--- src/rtl/sttsr_pkg.sv ---
package sttsr_pkg;

  // ------
  // Command codes
  // ------
  localparam logic [7:0] CMD_RESPONSE = 8'h63;
  localparam logic [7:0] CMD_TURNOFF_DELAY_TIME = 8'h64;
  localparam logic [7:0] CMD_SOFT_OFF_FALL_TIME = 8'h65;
  localparam logic [7:0] CMD_STATUS_BYTE = 8'h78;

  // ------
  // Field positions
  // ------
  localparam int ACTION_HI = 7;
  localparam int ACTION_LO = 6;
  localparam int RETRY_HI = 5;
  localparam int RETRY_LO = 3;
  localparam int DELAY_HI = 2;
  localparam int DELAY_LO = 0;
  localparam int EXP_HI = 15;
  localparam int EXP_LO = 11;
  localparam int MAN_HI = 10;
  localparam int MAN_LO = 0;
  localparam int BUSY_BIT = 7;
  localparam int OFF_BIT = 6;

  // ------
  // Encodings and values after reset
  // ------
  localparam logic [1:0] ACTION_IGNORE = 2'h0;
  localparam logic [1:0] ACTION_DELAYED = 2'h1;
  localparam logic [1:0] ACTION_IMMEDIATE = 2'h2;
  localparam logic [1:0] ACTION_INVALID = 2'h3;
  localparam logic [2:0] RETRY_NONE = 3'h0;
  localparam logic [2:0] RETRY_FOREVER = 3'h7;
  localparam logic [4:0] EXP_QUARTER_MS = 5'h1E;
  localparam logic [4:0] EXP_HALF_MS = 5'h1F;
  localparam logic [7:0] RESPONSE_RST = 8'h00;
  localparam logic [15:0] TURNOFF_DELAY_TIME_RST = 16'hF800;
  localparam logic [15:0] SOFT_OFF_FALL_TIME_RST = 16'hF000;
  localparam logic [7:0] STATUS_RST = 8'h00;

  // ------
  // Ranges, in quarter milliseconds
  // ------
  localparam logic [11:0] TURNOFF_DELAY_TIME_MAX_Q = 12'h1FE;
  localparam logic [11:0] SOFT_OFF_FALL_TIME_MAX_Q = 12'h07F;
  localparam logic [11:0] SOFT_OFF_FALL_TIME_MIN_Q = 12'h002;
  localparam logic [15:0] QUARTERS_PER_MS = 16'h0004;

  // ------
  // Timing
  // ------
  localparam int CLK_PERIOD_NS = 5;
  localparam int QUARTER_MS_NS = 250000;
  localparam int QUARTER_MS_CYCLES = QUARTER_MS_NS / CLK_PERIOD_NS;

  // ------
  // States
  // ------
  typedef enum logic [1:0] {
    FLT_WATCH = 2'b00,
    FLT_DELAY = 2'b01,
    FLT_RESTART_WAIT_PERIOD = 2'b10,
    FLT_LATCHED = 2'b11
  } sttsr_fault_state_t;

  typedef enum logic [1:0] {
    OFF_RUN = 2'b00,
    OFF_DELAY = 2'b01,
    OFF_FALL = 2'b10,
    OFF_DONE = 2'b11
  } sttsr_off_state_t;

  // Linear word to quarter milliseconds; bit 12 is set when the value is usable
  function automatic logic [12:0] sttsr_lin_to_q(input logic [15:0] value);
    logic [4:0] exp;
    logic [10:0] man;
    logic [12:0] result;
    exp = value[EXP_HI:EXP_LO];
    man = value[MAN_HI:MAN_LO];
    result = 13'h0000;
    if (!man[10]) begin
      if (exp == EXP_QUARTER_MS) begin
        result = {1'b1, 1'b0, man};
      end else if (exp == EXP_HALF_MS) begin
        result = {1'b1, man, 1'b0};
      end
    end
    return result;
  endfunction

endpackage

--- src/rtl/sttsr_regs.sv ---
`timescale 1ns/1ps
// What this block does
// Action 00: ignore timeout, keep regulating
// Action 01: wait delay, shut if persisting
// Action 10: shut down at once, retry
// Action 11 write invalid, flag and alert
// Retry 0: latch off, no restart
// Retry 1-6: restart_wait_period wait, that many restarts
// Retry 7: restart forever until off/success
// Delay 0: no shutdown delay, one-rise restart_wait_period
// Delay n: n ms delay, n-rise restart_wait_period
// Wait turn-off delay after stop request
// Turn-off delay 0-127.5 ms, else invalid
// Small internal delay added to turn-off
// After delay, ramp reference over fall time
// Fall duration independent of output voltage
// Fall 0.5-31.75 ms, below clamps, above invalid
// Fall exponent resets to -2, quarter ms
// Summary bits mirror detailed status sources
// Status byte is the word's low byte
// Busy bit set on busy fault
// Writing 80h clears busy bit
// Off bit live whenever not converting
// Bits 5..0 are fault summaries, reset 0
// Timeout raises status flags and alerts host

// ------
// Quarter-millisecond interval timer
// ------
module sttsr_timer #(
  parameter int QUARTER_CYCLES = sttsr_pkg::QUARTER_MS_CYCLES
) (
  input wire logic sys_clk_i,
  input wire logic reset_i,
  input wire logic load_i,
  input wire logic [15:0] target_i,
  output logic done_o
);
  localparam int PRE_W = $clog2(QUARTER_CYCLES + 1);
  localparam logic [PRE_W-1:0] PRE_LAST = PRE_W'(QUARTER_CYCLES - 1);

  logic [PRE_W-1:0] pre;
  logic [15:0] quarters;
  logic [15:0] target;
  logic running;

  wire pre_wrap = (pre == PRE_LAST);
  wire reached = running && (quarters == target);

  always_ff @(posedge sys_clk_i or posedge reset_i) begin
    if (reset_i) begin
      pre <= '0;
      quarters <= 16'h0000;
      target <= 16'h0000;
      running <= 1'b0;
      done_o <= 1'b0;
    end else if (load_i) begin
      pre <= '0;
      quarters <= 16'h0000;
      target <= target_i;
      running <= 1'b1;
      done_o <= 1'b0;
    end else begin
      done_o <= reached;
      running <= running && !reached;
      pre <= (running && !pre_wrap) ? pre + PRE_W'(1) : '0;
      quarters <= (running && pre_wrap) ? quarters + 16'h0001 : quarters;
    end
  end
endmodule

// ------
// Register bank and fault, turn-off and status logic
// ------
module sttsr_regs #(
  parameter int QUARTER_CYCLES = sttsr_pkg::QUARTER_MS_CYCLES
) (
  input wire logic sys_clk_i,
  input wire logic reset_i,
  input wire logic cmd_valid_i,
  input wire logic cmd_write_i,
  input wire logic cmd_word_i,
  input wire logic [7:0] cmd_code_i,
  input wire logic [15:0] cmd_wdata_i,
  output logic rsp_valid_o,
  output logic [15:0] rsp_data_o,
  output logic invalid_data_o,
  output logic host_alert_o,
  input wire logic nvm_load_i,
  input wire logic [7:0] nvm_response_i,
  input wire logic [15:0] nvm_turnoff_delay_time_i,
  input wire logic [15:0] nvm_soft_off_fall_time_i,
  input wire logic startup_timeout_i,
  input wire logic startup_ok_i,
  input wire logic [11:0] soft_start_rise_time_i,
  input wire logic stop_request_i,
  input wire logic busy_event_i,
  input wire logic output_overvoltage_i,
  input wire logic output_overcurrent_i,
  input wire logic input_undervoltage_i,
  input wire logic temperature_i,
  input wire logic comm_memory_logic_i,
  input wire logic other_fault_i,
  output logic timeout_flag_o,
  output logic fault_shutdown_o,
  output logic restart_o,
  output logic soft_off_active_o,
  output logic [11:0] soft_off_fall_time_o,
  output logic energy_off_o,
  output logic [7:0] summary_fault_byte_o
);

  // ------
  // Registers
  // ------
  logic [7:0] startup_timeout_response;
  logic [15:0] turnoff_delay_time;
  logic [15:0] soft_off_fall_time;
  logic busy_flag;
  logic [5:0] summary_sources;
  logic off_live;
  logic timeout_q;
  logic [2:0] attempts;
  sttsr_pkg::sttsr_fault_state_t fault_state;
  sttsr_pkg::sttsr_fault_state_t next_fault_state;
  sttsr_pkg::sttsr_off_state_t off_state;
  sttsr_pkg::sttsr_off_state_t next_off_state;

  // ------
  // Command decode and write checks
  // ------
  wire wr = cmd_valid_i && cmd_write_i;
  wire rd = cmd_valid_i && !cmd_write_i;
  wire hit_resp = (cmd_code_i == sttsr_pkg::CMD_RESPONSE);
  wire hit_delay = (cmd_code_i == sttsr_pkg::CMD_TURNOFF_DELAY_TIME);
  wire hit_fall = (cmd_code_i == sttsr_pkg::CMD_SOFT_OFF_FALL_TIME);
  wire hit_status = (cmd_code_i == sttsr_pkg::CMD_STATUS_BYTE);

  wire [12:0] wr_lin = sttsr_pkg::sttsr_lin_to_q(cmd_wdata_i);
  wire wr_lin_ok = wr_lin[12];
  wire [11:0] wr_lin_q = wr_lin[11:0];

  wire resp_ok = !cmd_word_i &&
                 (cmd_wdata_i[sttsr_pkg::ACTION_HI:sttsr_pkg::ACTION_LO] != sttsr_pkg::ACTION_INVALID);
  wire delay_ok = cmd_word_i && wr_lin_ok && (wr_lin_q <= sttsr_pkg::TURNOFF_DELAY_TIME_MAX_Q);
  // Values below the minimum are accepted and stretched later
  wire fall_ok = cmd_word_i && wr_lin_ok && (wr_lin_q <= sttsr_pkg::SOFT_OFF_FALL_TIME_MAX_Q);
  wire status_ok = !cmd_word_i;

  wire wr_resp = wr && hit_resp && resp_ok;
  wire wr_delay = wr && hit_delay && delay_ok;
  wire wr_fall = wr && hit_fall && fall_ok;
  wire wr_status = wr && hit_status && status_ok;
  wire wr_bad = wr && ((hit_resp && !resp_ok) || (hit_delay && !delay_ok) ||
                       (hit_fall && !fall_ok) || (hit_status && !status_ok));

  // ------
  // Register storage
  // ------
  always_ff @(posedge sys_clk_i or posedge reset_i) begin
    if (reset_i) begin
      startup_timeout_response <= sttsr_pkg::RESPONSE_RST;
      turnoff_delay_time <= sttsr_pkg::TURNOFF_DELAY_TIME_RST;
      soft_off_fall_time <= sttsr_pkg::SOFT_OFF_FALL_TIME_RST;
    end else if (nvm_load_i) begin
      startup_timeout_response <= nvm_response_i;
      turnoff_delay_time <= nvm_turnoff_delay_time_i;
      soft_off_fall_time <= nvm_soft_off_fall_time_i;
    end else begin
      if (wr_resp) begin
        startup_timeout_response <= cmd_wdata_i[7:0];
      end
      if (wr_delay) begin
        turnoff_delay_time <= cmd_wdata_i;
      end
      if (wr_fall) begin
        soft_off_fall_time <= cmd_wdata_i;
      end
    end
  end

  // ------
  // Field decode
  // ------
  wire [1:0] startup_timeout_action =
    startup_timeout_response[sttsr_pkg::ACTION_HI:sttsr_pkg::ACTION_LO];
  wire [2:0] startup_timeout_retry_count =
    startup_timeout_response[sttsr_pkg::RETRY_HI:sttsr_pkg::RETRY_LO];
  wire [2:0] startup_timeout_shutdown_delay =
    startup_timeout_response[sttsr_pkg::DELAY_HI:sttsr_pkg::DELAY_LO];

  wire [12:0] delay_lin = sttsr_pkg::sttsr_lin_to_q(turnoff_delay_time);
  wire [12:0] fall_lin = sttsr_pkg::sttsr_lin_to_q(soft_off_fall_time);
  // An unusable loaded default behaves as the shortest setting
  wire [11:0] delay_q = delay_lin[12] ? delay_lin[11:0] : 12'h000;
  wire [11:0] fall_raw_q = fall_lin[12] ? fall_lin[11:0] : sttsr_pkg::SOFT_OFF_FALL_TIME_MIN_Q;
  wire [11:0] fall_q = (fall_raw_q < sttsr_pkg::SOFT_OFF_FALL_TIME_MIN_Q) ? sttsr_pkg::SOFT_OFF_FALL_TIME_MIN_Q :
                       (fall_raw_q > sttsr_pkg::SOFT_OFF_FALL_TIME_MAX_Q) ? sttsr_pkg::SOFT_OFF_FALL_TIME_MAX_Q :
                       fall_raw_q;

  // Shutdown delay in quarter ms and restart_wait_period as a multiple of the rise time
  wire [15:0] shutdown_q = 16'(startup_timeout_shutdown_delay) * sttsr_pkg::QUARTERS_PER_MS;
  wire [2:0] restart_wait_period_mult = (startup_timeout_shutdown_delay == 3'h0) ? 3'h1 :
                           startup_timeout_shutdown_delay;
  wire [15:0] restart_wait_period_q = 16'(restart_wait_period_mult) * 16'(soft_start_rise_time_i);

  // ------
  // Startup-timeout response sequencer
  // ------
  wire timeout_event = startup_timeout_i && !timeout_q && !stop_request_i;
  wire retries_left = (startup_timeout_retry_count == sttsr_pkg::RETRY_FOREVER) ||
                      (attempts < startup_timeout_retry_count);
  wire go_latch = (startup_timeout_retry_count == sttsr_pkg::RETRY_NONE) || !retries_left;
  wire delay_now = (startup_timeout_action == sttsr_pkg::ACTION_DELAYED) &&
                   (startup_timeout_shutdown_delay != 3'h0);
  wire shut_now = ((startup_timeout_action == sttsr_pkg::ACTION_IMMEDIATE) ||
                   ((startup_timeout_action == sttsr_pkg::ACTION_DELAYED) &&
                    (startup_timeout_shutdown_delay == 3'h0)));
  logic fault_timer_done;
  logic fault_shutdown_next;

  always_comb begin
    next_fault_state = fault_state;
    unique case (fault_state)
      sttsr_pkg::FLT_WATCH: begin
        // Ignore leaves the sequencer watching and the output regulating
        if (timeout_event && delay_now) begin
          next_fault_state = sttsr_pkg::FLT_DELAY;
        end else if (timeout_event && shut_now) begin
          next_fault_state = go_latch ? sttsr_pkg::FLT_LATCHED : sttsr_pkg::FLT_RESTART_WAIT_PERIOD;
        end
      end
      sttsr_pkg::FLT_DELAY: begin
        if (fault_timer_done) begin
          if (!startup_timeout_i) begin
            next_fault_state = sttsr_pkg::FLT_WATCH;
          end else begin
            next_fault_state = go_latch ? sttsr_pkg::FLT_LATCHED : sttsr_pkg::FLT_RESTART_WAIT_PERIOD;
          end
        end
      end
      sttsr_pkg::FLT_RESTART_WAIT_PERIOD: begin
        if (fault_timer_done) begin
          next_fault_state = sttsr_pkg::FLT_WATCH;
        end
      end
      sttsr_pkg::FLT_LATCHED: begin
        next_fault_state = sttsr_pkg::FLT_LATCHED;
      end
    endcase
    // A commanded stop ends any retry sequence or latch
    if (stop_request_i) begin
      next_fault_state = sttsr_pkg::FLT_WATCH;
    end
  end

  wire fault_entering = (next_fault_state != fault_state);
  wire fault_load = fault_entering && ((next_fault_state == sttsr_pkg::FLT_DELAY) ||
                                       (next_fault_state == sttsr_pkg::FLT_RESTART_WAIT_PERIOD));
  wire [15:0] fault_target = (next_fault_state == sttsr_pkg::FLT_DELAY) ? shutdown_q : restart_wait_period_q;
  wire restart_now = (fault_state == sttsr_pkg::FLT_RESTART_WAIT_PERIOD) && fault_timer_done && !stop_request_i;
  assign fault_shutdown_next = (next_fault_state == sttsr_pkg::FLT_RESTART_WAIT_PERIOD) ||
                               (next_fault_state == sttsr_pkg::FLT_LATCHED);

  sttsr_timer #(.QUARTER_CYCLES(QUARTER_CYCLES)) u_fault_timer (
    .sys_clk_i(sys_clk_i),
    .reset_i(reset_i),
    .load_i(fault_load),
    .target_i(fault_target),
    .done_o(fault_timer_done)
  );

  always_ff @(posedge sys_clk_i or posedge reset_i) begin
    if (reset_i) begin
      fault_state <= sttsr_pkg::FLT_WATCH;
      attempts <= 3'h0;
      timeout_q <= 1'b0;
    end else begin
      fault_state <= next_fault_state;
      timeout_q <= startup_timeout_i;
      if (stop_request_i || startup_ok_i) begin
        attempts <= 3'h0;
      end else if (restart_now && (attempts != 3'h7)) begin
        attempts <= attempts + 3'h1;
      end
    end
  end

  // ------
  // Turn-off sequencer
  // ------
  logic off_timer_done;

  always_comb begin
    next_off_state = off_state;
    unique case (off_state)
      sttsr_pkg::OFF_RUN: begin
        if (stop_request_i) begin
          next_off_state = sttsr_pkg::OFF_DELAY;
        end
      end
      sttsr_pkg::OFF_DELAY: begin
        if (off_timer_done) begin
          next_off_state = sttsr_pkg::OFF_FALL;
        end
      end
      sttsr_pkg::OFF_FALL: begin
        if (off_timer_done) begin
          next_off_state = sttsr_pkg::OFF_DONE;
        end
      end
      sttsr_pkg::OFF_DONE: begin
        next_off_state = sttsr_pkg::OFF_DONE;
      end
    endcase
    if (!stop_request_i) begin
      next_off_state = sttsr_pkg::OFF_RUN;
    end
  end

  // The timer's load and done pulses add a few cycles, well inside the allowed margin
  wire off_load = (next_off_state != off_state) && ((next_off_state == sttsr_pkg::OFF_DELAY) ||
                                                   (next_off_state == sttsr_pkg::OFF_FALL));
  // Fall duration depends only on the programmed time, never on the setpoint
  wire [15:0] off_target = (next_off_state == sttsr_pkg::OFF_DELAY) ? 16'(delay_q) : 16'(fall_q);

  sttsr_timer #(.QUARTER_CYCLES(QUARTER_CYCLES)) u_off_timer (
    .sys_clk_i(sys_clk_i),
    .reset_i(reset_i),
    .load_i(off_load),
    .target_i(off_target),
    .done_o(off_timer_done)
  );

  always_ff @(posedge sys_clk_i or posedge reset_i) begin
    if (reset_i) begin
      off_state <= sttsr_pkg::OFF_RUN;
    end else begin
      off_state <= next_off_state;
    end
  end

  // ------
  // Summary status
  // ------
  wire converting_next = !fault_shutdown_next && (next_off_state != sttsr_pkg::OFF_DONE);
  wire busy_clear = wr_status && cmd_wdata_i[sttsr_pkg::BUSY_BIT];
  wire [7:0] status_byte = {busy_flag, off_live, summary_sources};

  always_ff @(posedge sys_clk_i or posedge reset_i) begin
    if (reset_i) begin
      busy_flag <= 1'b0;
      summary_sources <= 6'h00;
      off_live <= 1'b0;
    end else begin
      // A busy event in the clearing cycle keeps the flag set
      busy_flag <= busy_event_i || (busy_flag && !busy_clear);
      summary_sources <= {output_overvoltage_i, output_overcurrent_i, input_undervoltage_i,
                          temperature_i, comm_memory_logic_i, other_fault_i};
      off_live <= !converting_next;
    end
  end

  // ------
  // Read data and outputs
  // ------
  wire [15:0] read_mux = hit_resp ? {8'h00, startup_timeout_response} :
                         hit_delay ? turnoff_delay_time :
                         hit_fall ? soft_off_fall_time :
                         hit_status ? {8'h00, status_byte} : 16'h0000;

  always_ff @(posedge sys_clk_i or posedge reset_i) begin
    if (reset_i) begin
      rsp_valid_o <= 1'b0;
      rsp_data_o <= 16'h0000;
      invalid_data_o <= 1'b0;
      host_alert_o <= 1'b0;
      timeout_flag_o <= 1'b0;
      fault_shutdown_o <= 1'b0;
      restart_o <= 1'b0;
      soft_off_active_o <= 1'b0;
      soft_off_fall_time_o <= sttsr_pkg::SOFT_OFF_FALL_TIME_MIN_Q;
      energy_off_o <= 1'b0;
      summary_fault_byte_o <= sttsr_pkg::STATUS_RST;
    end else begin
      rsp_valid_o <= rd;
      rsp_data_o <= rd ? read_mux : rsp_data_o;
      invalid_data_o <= wr_bad;
      host_alert_o <= wr_bad || timeout_event;
      timeout_flag_o <= timeout_event;
      fault_shutdown_o <= fault_shutdown_next;
      restart_o <= restart_now;
      soft_off_active_o <= (next_off_state == sttsr_pkg::OFF_FALL);
      soft_off_fall_time_o <= fall_q;
      energy_off_o <= (next_off_state == sttsr_pkg::OFF_DONE);
      summary_fault_byte_o <= status_byte;
    end
  end

endmodule

--- config.mk ---
export PLATFORM = sky130hd
export DESIGN_NAME = sttsr_regs
export DESIGN_NICKNAME = d
export VERILOG_FILES = /design/src/rtl/sttsr_pkg.sv /design/src/rtl/sttsr_regs.sv
export SDC_FILE = /design/constraint.sdc
export NUM_CORES = 1
export LEC_CHECK = 0
export BUFFER_PORTS_ARGS = -buffer_cell sky130_fd_sc_hd__buf_2
export CAP_MARGIN = 20
export CORE_MARGIN = 2
export CORE_UTILIZATION = 58
export CTS_CLUSTER_DIAMETER = 150
export DETAILED_ROUTE_END_ITERATION = 12
export PLACE_DENSITY = 0.82
export SYNTH_ARGS = -nofsm -noshare
export SYNTH_HDL_FRONTEND = slang
export SYNTH_SLANG_ARGS = --single-unit
--- constraint.sdc ---
create_clock -name sys_clk_i -period 7.83 [get_ports sys_clk_i]
set_clock_uncertainty 0.2 [all_clocks]
set_input_delay 0.3915 -clock sys_clk_i [delete_from_list [all_inputs] [get_ports sys_clk_i]]
set_output_delay 0.3915 -clock sys_clk_i [all_outputs]
set_load 0.02 [all_outputs]
* Word level (Yosys, flattened, before mapping)
Cells that the tools add are included.
** Word-level totals
- Flip-flop bits (word level) :: 200
** Cells by class
- Eq/ne operators :: 34
- Mux-type cells :: 52
- Magnitude comparators :: 5
- Add/subtract/negate cells :: 5
- Reductions and logical operators :: 79
- $mul :: 1
** Operator list (number)
- two-way mux 16 bit :: 15
- two-way mux 13 bit :: 9
- adder 16 x 1 -> 16 bit, second input constant :: 4
- two-way mux 12 bit :: 5
- logical AND 1 bit :: 41
- equality test 16 bit :: 2
- equality test 16 bit, second input constant :: 2
- equality test 8 x 7 -> 1 bit, second input constant :: 4
- equality test 5 bit, second input constant :: 6
- two-way mux 8 bit :: 3
- equality test 2 bit, second input constant :: 9
- two-way mux 2 bit :: 9
- one-hot mux 2 bit (4 select lines) :: 2
- logical NOT 1 bit :: 15
- multiplier 3 x 12 -> 15 bit :: 1
- two-way mux 15 bit :: 1
- > comparator 12 x 7 -> 1 bit, second input constant :: 1
- <= comparator 12 x 7 -> 1 bit, second input constant :: 1
- <= comparator 12 x 9 -> 1 bit, second input constant :: 1
- logical OR 1 bit :: 12
- less-than comparator 12 x 2 -> 1 bit, second input constant :: 1
- nonzero test 2 bit :: 6
- equality test 2 x 1 -> 1 bit, second input constant :: 5
- two-way mux 3 bit :: 3
- other kinds (10) :: 18

* Longest topological paths before layout
Gate-level depths: netlist (run 1).
- Word-level depth :: 14
- Gate-level depth with buffers :: 13
- Gate-level depth less buffers :: 12

* Hierarchy
A second synthesis (run 1) with hierarchy kept.
** Unflattened totals
- Cells, all modules :: 1093
- Area, all modules :: 10916.7 sq um
** Modules (own cells, without submodules)
- sttsr_regs :: area each 5836.8 sq um, times used 1, cells an instance 621
- sttsr_timer :: area each 2539.9 sq um, times used 2, cells an instance 236

* Least setup slack after synthesis (run 1)
OpenSTA, ideal clock, no wires.
- Path kind :: reg2reg
- Start point :: register startup_timeout_response[1]
- End point :: register u_fault_timer.target[14]
- Arrival time :: 3.246 ns
- Data required time :: 7.508 ns
- Period minus slack after synthesis :: 3.568 ns
- Cell stages (with the launch flop) :: 14
- Slack :: 4.262 ns
- Path buffers :: 1
- Cells stage by stage :: dfrtp_1 o21bai_1 clkbuf_1 nand2_1 fa_1 inv_1 ha_1 fa_1 a211oi_1 o21a_1 o31ai_1 a21o_1 a21o_1 a32o_1
** On the way
- Longest elaborated chain between the ends :: 11
- Elaborated cells between the ends (all ways) :: 19
- Classes of those cells :: mul: 1; eq/ne: 3; mux: 6; reduce/logical: 9
** RTL lines
- start: declaration :: line sttsr_regs.sv:116 : logic [7:0] startup_timeout_response;
- start signal: assignment :: line sttsr_regs.sv:162 : startup_timeout_response <= sttsr_pkg::RESPONSE_RST;
- start signal: assignment :: line sttsr_regs.sv:166 : startup_timeout_response <= nvm_response_i;
- start signal: assignment :: line sttsr_regs.sv:171 : startup_timeout_response <= cmd_wdata_i[7:0];
- branches (longest 11 deep; another with multiplier 3 x 12 -> 15 bit)
- end signal: assignment :: line sttsr_regs.sv:60 : target <= target_i;
- end: declaration :: line sttsr_regs.sv:44 : logic [15:0] target;
Parallel ways; which one is timed is not known.
A chain may end at the register's enable or synchronous reset.

* Worst setup path in the final report (run 1)
- Start point :: register startup_timeout_response[2]
- End point :: register u_fault_timer.target[14]
The elaborated chain is that of the path after synthesis.

==> summary.md, run 1 <==
| Metric | Value |
|---|---|
| GP Congestion | roughly 0.89 |
| Number of global-route vias before repair | 8,340 |
| CTS Sinks | 193 |
| Post-synthesis mux area share | between 6 and 7% |
| P_sw | approximately 0.83 mW |
| Post-DP HPWL | between 15 and 20 mm |
| Crit path DAT | approximately 4.5 ns |
| Post-synthesis compound-gate area fraction | a little over a tenth |
| Routed wire per std cell | 17.6 um |
| Chip height | between 100 and 150 um |
| Library cells used by synthesis | 73 |
| CTS root buf | clkbuf_16 |
| Clock Latency Late Sink | ~0.44 ns |
| Status | finished, final reports clean |
| CTS tree | done |
| CP Class | flop to flop |
| Lkg Pwr | roughly 5.8 nW |
| Final wirelength | about 25 mm |
| RSZ-0062 raised after global routing | no |
| XOR/XNOR Fraction of Synth Area | between 7 and 8% |
| Comb power frac | roughly a fifth |
| Ant diodes | 0 |
| Tmin final | around 4.4 ns |
| Row count | 48 |
| Setup violators final | 0 |
| Final net count | about 1,300 |
| Multi-input gate area | about 5100 um2 |
| Reg2Reg Depth | 12 |
| Post-CTS Resized | 0 |
| Clock Power Share | a little over a third |
| Hold_buf cts | 45 |
| Synth Instances | ~1,000 |
| Pwr Total | approximately 2.8 mW |
| Flip-flop and latch area | between 4000 and 5000 um2 |
| Fillcell total | between 1,000 and 1,500 |
| Actual slew at the worst max-slew pin | a little over 1 ns |
| H-Tree Depth | 4 |
| Gr ovfl total | 0 |
| Place WS | around 3.6 ns |
| Syn_area_per_cell | 9.96 um2 |
| Total track usage | between 20% and 30% |
| First-pass GRT wire length | just over 40 mm |
| Vias per inst | 5.91 |
| Slew Viols, Final | 0 |
| Pin count of the biggest net entering global routing | approximately 110 |
| Synthesized area | between 10,000 and 15,000 um2 |
| Int Power | just under 2 mW |
| CP required | 7.95 ns |
| Hold path cells | 2 |
| Share of the yosys chip area belonging to registers | between 40% and 50% |
| I/O pin count | between 100 and 150 |
| HP Class | primary input to flop |
| Antenna violations before repair | 0 |
| Die area | around 19,000 um2 |
| CTS clk-pin slew, worst paths | 0.07 ns |
| Power per standard cell area | around 230 nW/um2 |
| Post-synthesis simple-gate area fraction | a little under a fifth |
| Yosys warns | 0 |
| CTS buffer count | 17 |
| DIE WIDTH | roughly 140 um |
| Sw Share | roughly 30% |
| Startpoint types | flop |
| F_max | around 0.23 GHz |
| Post-layout util | ~70% |
| Layout cell share with drive strength beyond 1 | about 18% |
| Drt drc | 0 |
| Setup TNS | 0 ns |
| Core area | roughly 17,000 um2 |
| Largest family of logic cells by synthesized area | simple AND/OR/NAND/NOR gates |
| Initial core utilization | about three fifths |
| Max cap viols | 0 |
| Crit. End Element | flop |
| Port bufs | 134 |
| Final worst setup slack | 3.47 ns |
| Hold Violations, Final | 0 |
| Vias | 8,490 |
| Synth Flop Type | dfrtp_1 |
| Fraction of registers with async set/reset | between 90% and 100% |
| VDD IR max | around 0.16 mV |
| DRT iter0 DRCs | 688 |
| Seq cells post-synth | around 190 |
| Slew HR | 31.3% |
| Sequential share of power | around 46% |
| Maximum fanout along the worst path | 17 |
| Post-synth EDFFs | 0 |
| Adder-cell share of the synthesized area | 5.53% |
| DR pass1 iterations | 5 |
| Routed Antenna Nets | 0 |
| Area growth from synthesis to layout | 19.1% |
| Max Buffers Root-to-Sink | 2 |
| Period utilization | 55.7% |
| Post-CTS Setup Repair Bufs | 0 |
[per-layer routing]
layer | vias up | wire [um] | track usage, %
met5 | - | 0 | 0
met4 | 0 | 970 | 12.5
met3 | 77 | 2050 | 5.89
met2 | 397 | 11700 | 45.2
met1 | 4100 | 10500 | 37.3
li1 | 3916 | - | -
[layout by cell type, fill, tap and decap left out, types with 5 or more instances in the layout]
cell type / instances
nand4_1: 9
xor2_1: 48
conb_1: 5
nor4_1: 9
a21oi_1: 32
dlygate4sd3_1: 45
nand4b_1: 5
a32o_1: 12
nand2b_1: 11
mux2_2: 14
or3_1: 9
clkbuf_16: 17
mux2_1: 5
buf_2: 134
o21ai_1: 5
dfstp_2: 10
nand2_1: 129
and3_1: 15
ha_1: 28
nand3_1: 27
bufinv_16: 5
fa_1: 11
o31ai_1: 10
nor3_1: 35
o21ai_0: 67
a22oi_1: 6
dfrtp_1: 183
inv_1: 48
a21o_1: 11
xnor2_1: 41
and2_1: 8
mux2i_1: 47
nor2_1: 82
[power by group through the flow]
stage	Combinational, mW	Sequential, mW	Clock [mW]
floorplan	0.398	1.26	0
global placement	0.492	1.30	0
detailed placement	0.516	1.30	0
CTS	0.538	1.29	0.983
global route	0.612	1.31	1.02
finish	0.545	1.29	0.974
[Yosys cell counts (5+ instances only)]
| master | n | area [um2] |
|---|---|---|
| dfrtp_1 | 183 | 4580 |
| nand2_1 | 129 | 484 |
| nor2_1 | 82 | 308 |
| o21ai_0 | 67 | 335 |
| inv_1 | 49 | 184 |
| xor2_1 | 48 | 420 |
| mux2i_1 | 47 | 470 |
| xnor2_1 | 41 | 359 |
| nor3_1 | 35 | 175 |
| a21oi_1 | 32 | 160 |
| clkbuf_1 | 28 | 105 |
| ha_1 | 28 | 350 |
| nand3_1 | 27 | 135 |
| and3_1 | 15 | 93.8 |
| mux2_2 | 14 | 158 |
| a32o_1 | 12 | 120 |
| a21o_1 | 11 | 82.6 |
| fa_1 | 11 | 220 |
| nand2b_1 | 11 | 68.8 |
| dfstp_2 | 10 | 263 |
| o31ai_1 | 10 | 75.1 |
| nand4_1 | 9 | 56.3 |
| nor4_1 | 9 | 56.3 |
| or3_1 | 9 | 56.3 |
| and2_1 | 8 | 50.1 |
| buf_2 | 8 | 40.0 |
| a22oi_1 | 6 | 45.0 |
| mux2_1 | 5 | 56.3 |
| nand4b_1 | 5 | 43.8 |
| o21ai_1 | 5 | 25.0 |
[logic make-up after synthesis]
| kind of cell | count (synthesis) |
|---|---|
| compound gates | 177 |
| buf+inv | 95 |
| simple gates | 375 |
| flops | 193 |
| mux | 66 |
| xor+xnor | 89 |
| fa+ha+maj | 39 |
| other cells | 1 |
[cell type report]
type,count,area share (%)
Multi-Input combinational cell,751,41.4
Sequential cell,193,39.4
Timing Repair Buffer,186,9.98
Clock buffer,18,3.49
Tap cell,225,2.29
Clock inverter,14,1.83
Inverter,49,1.56
[worst paths after layout]
path,from,slack (ns),end
min,nvm_load_i,0.02,soft_off_fall_time[15]$_DFFE_PP1P_
max in group asynchronous,reset_i,5.90,u_fault_timer.pre[10]$_DFF_PP0_
min in group asynchronous,reset_i,0.44,energy_off_o$_DFF_PP0_
max reg2reg,startup_timeout_response[2]$_DFFE_PP0P_,3.47,u_fault_timer.target[14]$_DFFE_PP0P_
min reg2reg,summary_sources[3]$_DFF_PP0_,0.20,summary_fault_byte_o[3]$_DFF_PP0_
max,startup_timeout_response[2]$_DFFE_PP0P_,3.47,u_fault_timer.target[14]$_DFFE_PP0P_
[flip-flops by register name, summed over array words and instances (netlist names), 3 cells and up]
signal	cells
u_fault_timer.quarters	16
startup_timeout_response	8
turnoff_delay_time	16
soft_off_fall_time_o	11
attempts	3
u_off_timer.pre	16
u_off_timer.quarters	16
u_fault_timer.pre	16
soft_off_fall_time	16
rsp_data_o	16
u_off_timer.target	11
u_fault_timer.target	15
summary_fault_byte_o	8
summary_sources	6
[critical path, cell delays in order (launching register included)]
cell	delay, ns
dfrtp_1	0.58
o21bai_1	0.70
nand2_1	0.19
fa_1	0.53
inv_1	0.04
ha_1	0.24
fa_1	0.46
a211oi_1	0.39
o21a_1	0.22
o31ai_1	0.10
a21o_1	0.18
a21o_1	0.17
a32o_1	0.25
[per-stage QoR]
stage                     cells  instance area [um2]  hold slack (ns)
after floorplan            1039                10300            0.154
after global placement     1356                11100            0.167
after detailed placement   1356                11100            0.170
after CTS                  1433                12200          0.00369
after global routing       1436                12300           0.0182
final                      1436                12300           0.0185
(Power assumes the default switching activity.)
==> inputs of run 2 (changes only) <==
--- a/config.mk
+++ b/config.mk
@@ -8,10 +8,10 @@
 export BUFFER_PORTS_ARGS = -buffer_cell sky130_fd_sc_hd__buf_2
 export CAP_MARGIN = 20
 export CORE_MARGIN = 2
-export CORE_UTILIZATION = 58
+export CORE_UTILIZATION = 53
 export CTS_CLUSTER_DIAMETER = 150
 export DETAILED_ROUTE_END_ITERATION = 12
-export PLACE_DENSITY = 0.82
+export PLACE_DENSITY = 0.79
 export SYNTH_ARGS = -nofsm -noshare
 export SYNTH_HDL_FRONTEND = slang
 export SYNTH_SLANG_ARGS = --single-unit
==> constraint.sdc (replaced) <==
create_clock -name sys_clk_i -period 3.5 [get_ports sys_clk_i]
set_clock_uncertainty 0.2 [all_clocks]
set_input_delay 0.175 -clock sys_clk_i [delete_from_list [all_inputs] [get_ports sys_clk_i]]
set_output_delay 0.175 -clock sys_clk_i [all_outputs]
set_load 0.02 [all_outputs]
==> summary.md, run 2 (synthesis results as in run 1) <==
| Metric | Value |
|---|---|
| Status | finished, final reports clean |
| Row count | 51 (+6.3%) |
| CTS Sinks | 193 (unchanged) |
| Slew Viols, Final | 0 (unchanged) |
| Clock Latency Late Sink | 0.43 ns (about the same) |
| CP Class | flop to flop |
| Tmin final | 3.34 ns (-1.02 ns) |
| Actual slew at the worst max-slew pin | 0.997 ns (-0.0253 ns) |
| CTS clk-pin slew, worst paths | 0.08 ns (about the same) |
| Vias per inst | 5.60 (-5.3%) |
| GP Congestion | 0.877 (-1.6%) |
| CTS buffer count | 17 (unchanged) |
| Hold endpoint | invalid_data_o$_DFF_PP0_ |
| CP required | 3.63 ns (-4.32 ns) |
| Placed insts | 1,411 (+4.1%) |
| Critical hold path startpoint | cmd_word_i |
| DRT iter0 DRCs | 685 (-0.44%) |
| Hold WS | 0.0385 ns (+0.0200 ns) |
| Drt drc | 0 (unchanged) |
| Multi-input gate area | 5110 um2 (+0.47%) |
| Crit path DAT | 3.46 ns (-1.03 ns) |
| Finished Layout Cells | 1,528 (+6.4%) |
| HP Class | primary input to flop |
| Vias | 8,556 (+0.78%) |
| CTS root buf | clkbuf_16 |
| Number of global-route vias before repair | 8,528 (+2.3%) |
| Maximum fanout along the worst path | 4 (-13) |
| Total track usage | 26.0% (-2.2 points) |
| Area growth from synthesis to layout | 24.1% |
| RSZ-0062 raised after global routing | no |
| Crit. End Element | flop |
| Hold Violations, Final | 0 (unchanged) |
| Ant diodes | 0 (unchanged) |
| CTS tree | done |
| Layout cell share with drive strength beyond 1 | 18.8% (+0.92 points) |
| DIE WIDTH | 144 um (+4.5%) |
| DR pass1 iterations | 6 (+1) |
| H-Tree Depth | 4 (unchanged) |
| Period utilization | 95.3% (+40 points) |
| Antenna violations before repair | 0 (unchanged) |
| Reg2Reg Depth | 12 (unchanged) |
| FF-to-FF End | u_fault_timer.target[14]$_DFFE_PP0P_ |
| First-pass GRT wire length | 42.3 mm (+2.1%) |
| Power per standard cell area | 480 nW/um2 (+110%) |
| Pin count of the biggest net entering global routing | 103 (-9.6%) |
| Core area | 19,300 um2 (+11%) |
| Final net count | 1,381 (+3.9%) |
| I/O pin count | 136 (unchanged) |
| Port bufs | 134 (unchanged) |
| Setup violators final | 0 (unchanged) |
| Slew HR | 33.0% (+1.7 points) |
| Startpoint types | flop |
| Final wirelength | 26.0 mm (+3.0%) |
| Post-DP HPWL | 17.0 mm (+1.3%) |
| F_max | 0.300 GHz (+31%) |
| Chip height | 144 um (+4.5%) |
| Routed Antenna Nets | 0 (unchanged) |
| Worst reg-to-reg setup slack | 0.16 ns (-3.31 ns) |
| Most common cell after layout, fill and taps aside | dfrtp_1 |
| Max Buffers Root-to-Sink | 2 (unchanged) |
| Place WS | 0.0595 ns (-3.55 ns) |
| Initial core utilization | 53.5% (-5.9 points) |
| Routed wire per std cell | 17.0 um (-3.2%) |
| Max cap viols | 0 (unchanged) |
| Hold path cells | 5 (+3) |
| Gr ovfl total | 0 (unchanged) |
| VDD IR max | 0.316 mV (+97%) |
| Final worst setup slack | 0.163 ns (-3.31 ns) |
| Worst reg2reg path startpoint | startup_timeout_response[2]$_DFFE_PP0P_ |
| Most frequent cells in the layout | dfrtp_1, buf_2, nand2_1 |
| Flip-flop and latch area | 4840 um2 (unchanged) |
| Die area | 20,600 um2 (+9.2%) |
| Setup TNS | 0 ns (unchanged) |
| Fillcell total | 1,437 (+19%) |
| Lkg Pwr | 6.03 nW (+3.7%) |
==> run 2: layout make-up <==
cell class,instances,area share [%]
clock buffers,18,3.43
clock inverters,14,1.28
inverters,49,1.47
multi-input cells,751,39.9
flip-flops and latches,193,37.8
well taps,265,2.59
repair buffers,238,13.4
==> run 2: through the flow <==
stage	instance area (um2)	power (mW)	util [%]
finish	12800	6.14	66.4
detailed placement	11300	4.08	58.6
CTS	12700	6.13	66.0
global placement	11300	4.02	58.6
global route	12800	6.47	66.4
floorplan	10300	3.72	-
==> run 2: timing repair <==
action / CTS / global route
hold buffers: 81 / 1
endpoints found under the hold margin: 147 / 6
buffers inserted: 0 / 2
gates resized for setup: 0 / 5
endpoints found under the setup margin: 0 / 3
==> run 2: power by group <==
part / internal [mW] / leakage, nW / switching, mW / total (mW)
clock: 1.04 / 0.295 / 0.938 / 1.98
sequential: 2.55 / 2.47 / 0.326 / 2.88
combinational: 0.637 / 3.27 / 0.652 / 1.29
total: 4.23 / 6.03 / 1.92 / 6.14
==> run 2: critical path, stage by stage (launching register included) <==
cell and delay, ns:
dfrtp_1 0.41, o21bai_1 0.20, nand2_1 0.09, fa_1 0.48
inv_1 0.04, ha_1 0.24, fa_2 0.39, a211oi_2 0.27
o21a_1 0.19, o31ai_1 0.10, a21o_1 0.19, a21o_1 0.18
a32o_1 0.25
==> run 2: worst max path at each step <==
stage                                                        from                                   end  slack [ns]
final                     startup_timeout_response[2]$_DFFE_PP0P_  u_fault_timer.target[14]$_DFFE_PP0P_        0.16
after global routing      startup_timeout_response[2]$_DFFE_PP0P_  u_fault_timer.target[13]$_DFFE_PP0P_       0.004
after CTS                 startup_timeout_response[1]$_DFFE_PP0P_  u_fault_timer.target[14]$_DFFE_PP0P_        0.06
after detailed placement  startup_timeout_response[1]$_DFFE_PP0P_  u_fault_timer.target[14]$_DFFE_PP0P_        0.06
after global placement    startup_timeout_response[2]$_DFFE_PP0P_  u_fault_timer.target[14]$_DFFE_PP0P_        0.10
after floorplan           startup_timeout_response[1]$_DFFE_PP0P_  u_fault_timer.target[14]$_DFFE_PP0P_        0.03
==> run 2: per-layer routing <==
| layer | wire (um) | part of all wire (%) | GRT usage [%] |
|---|---|---|---|
| met1 | 11100 | 43 | 34.7 |
| met2 | 12300 | 47 | 41.4 |
| met3 | 1700 | 6.6 | 5.60 |
| met4 | 834 | 3.2 | 11.0 |
| met5 | 0 | 0 | 0 |
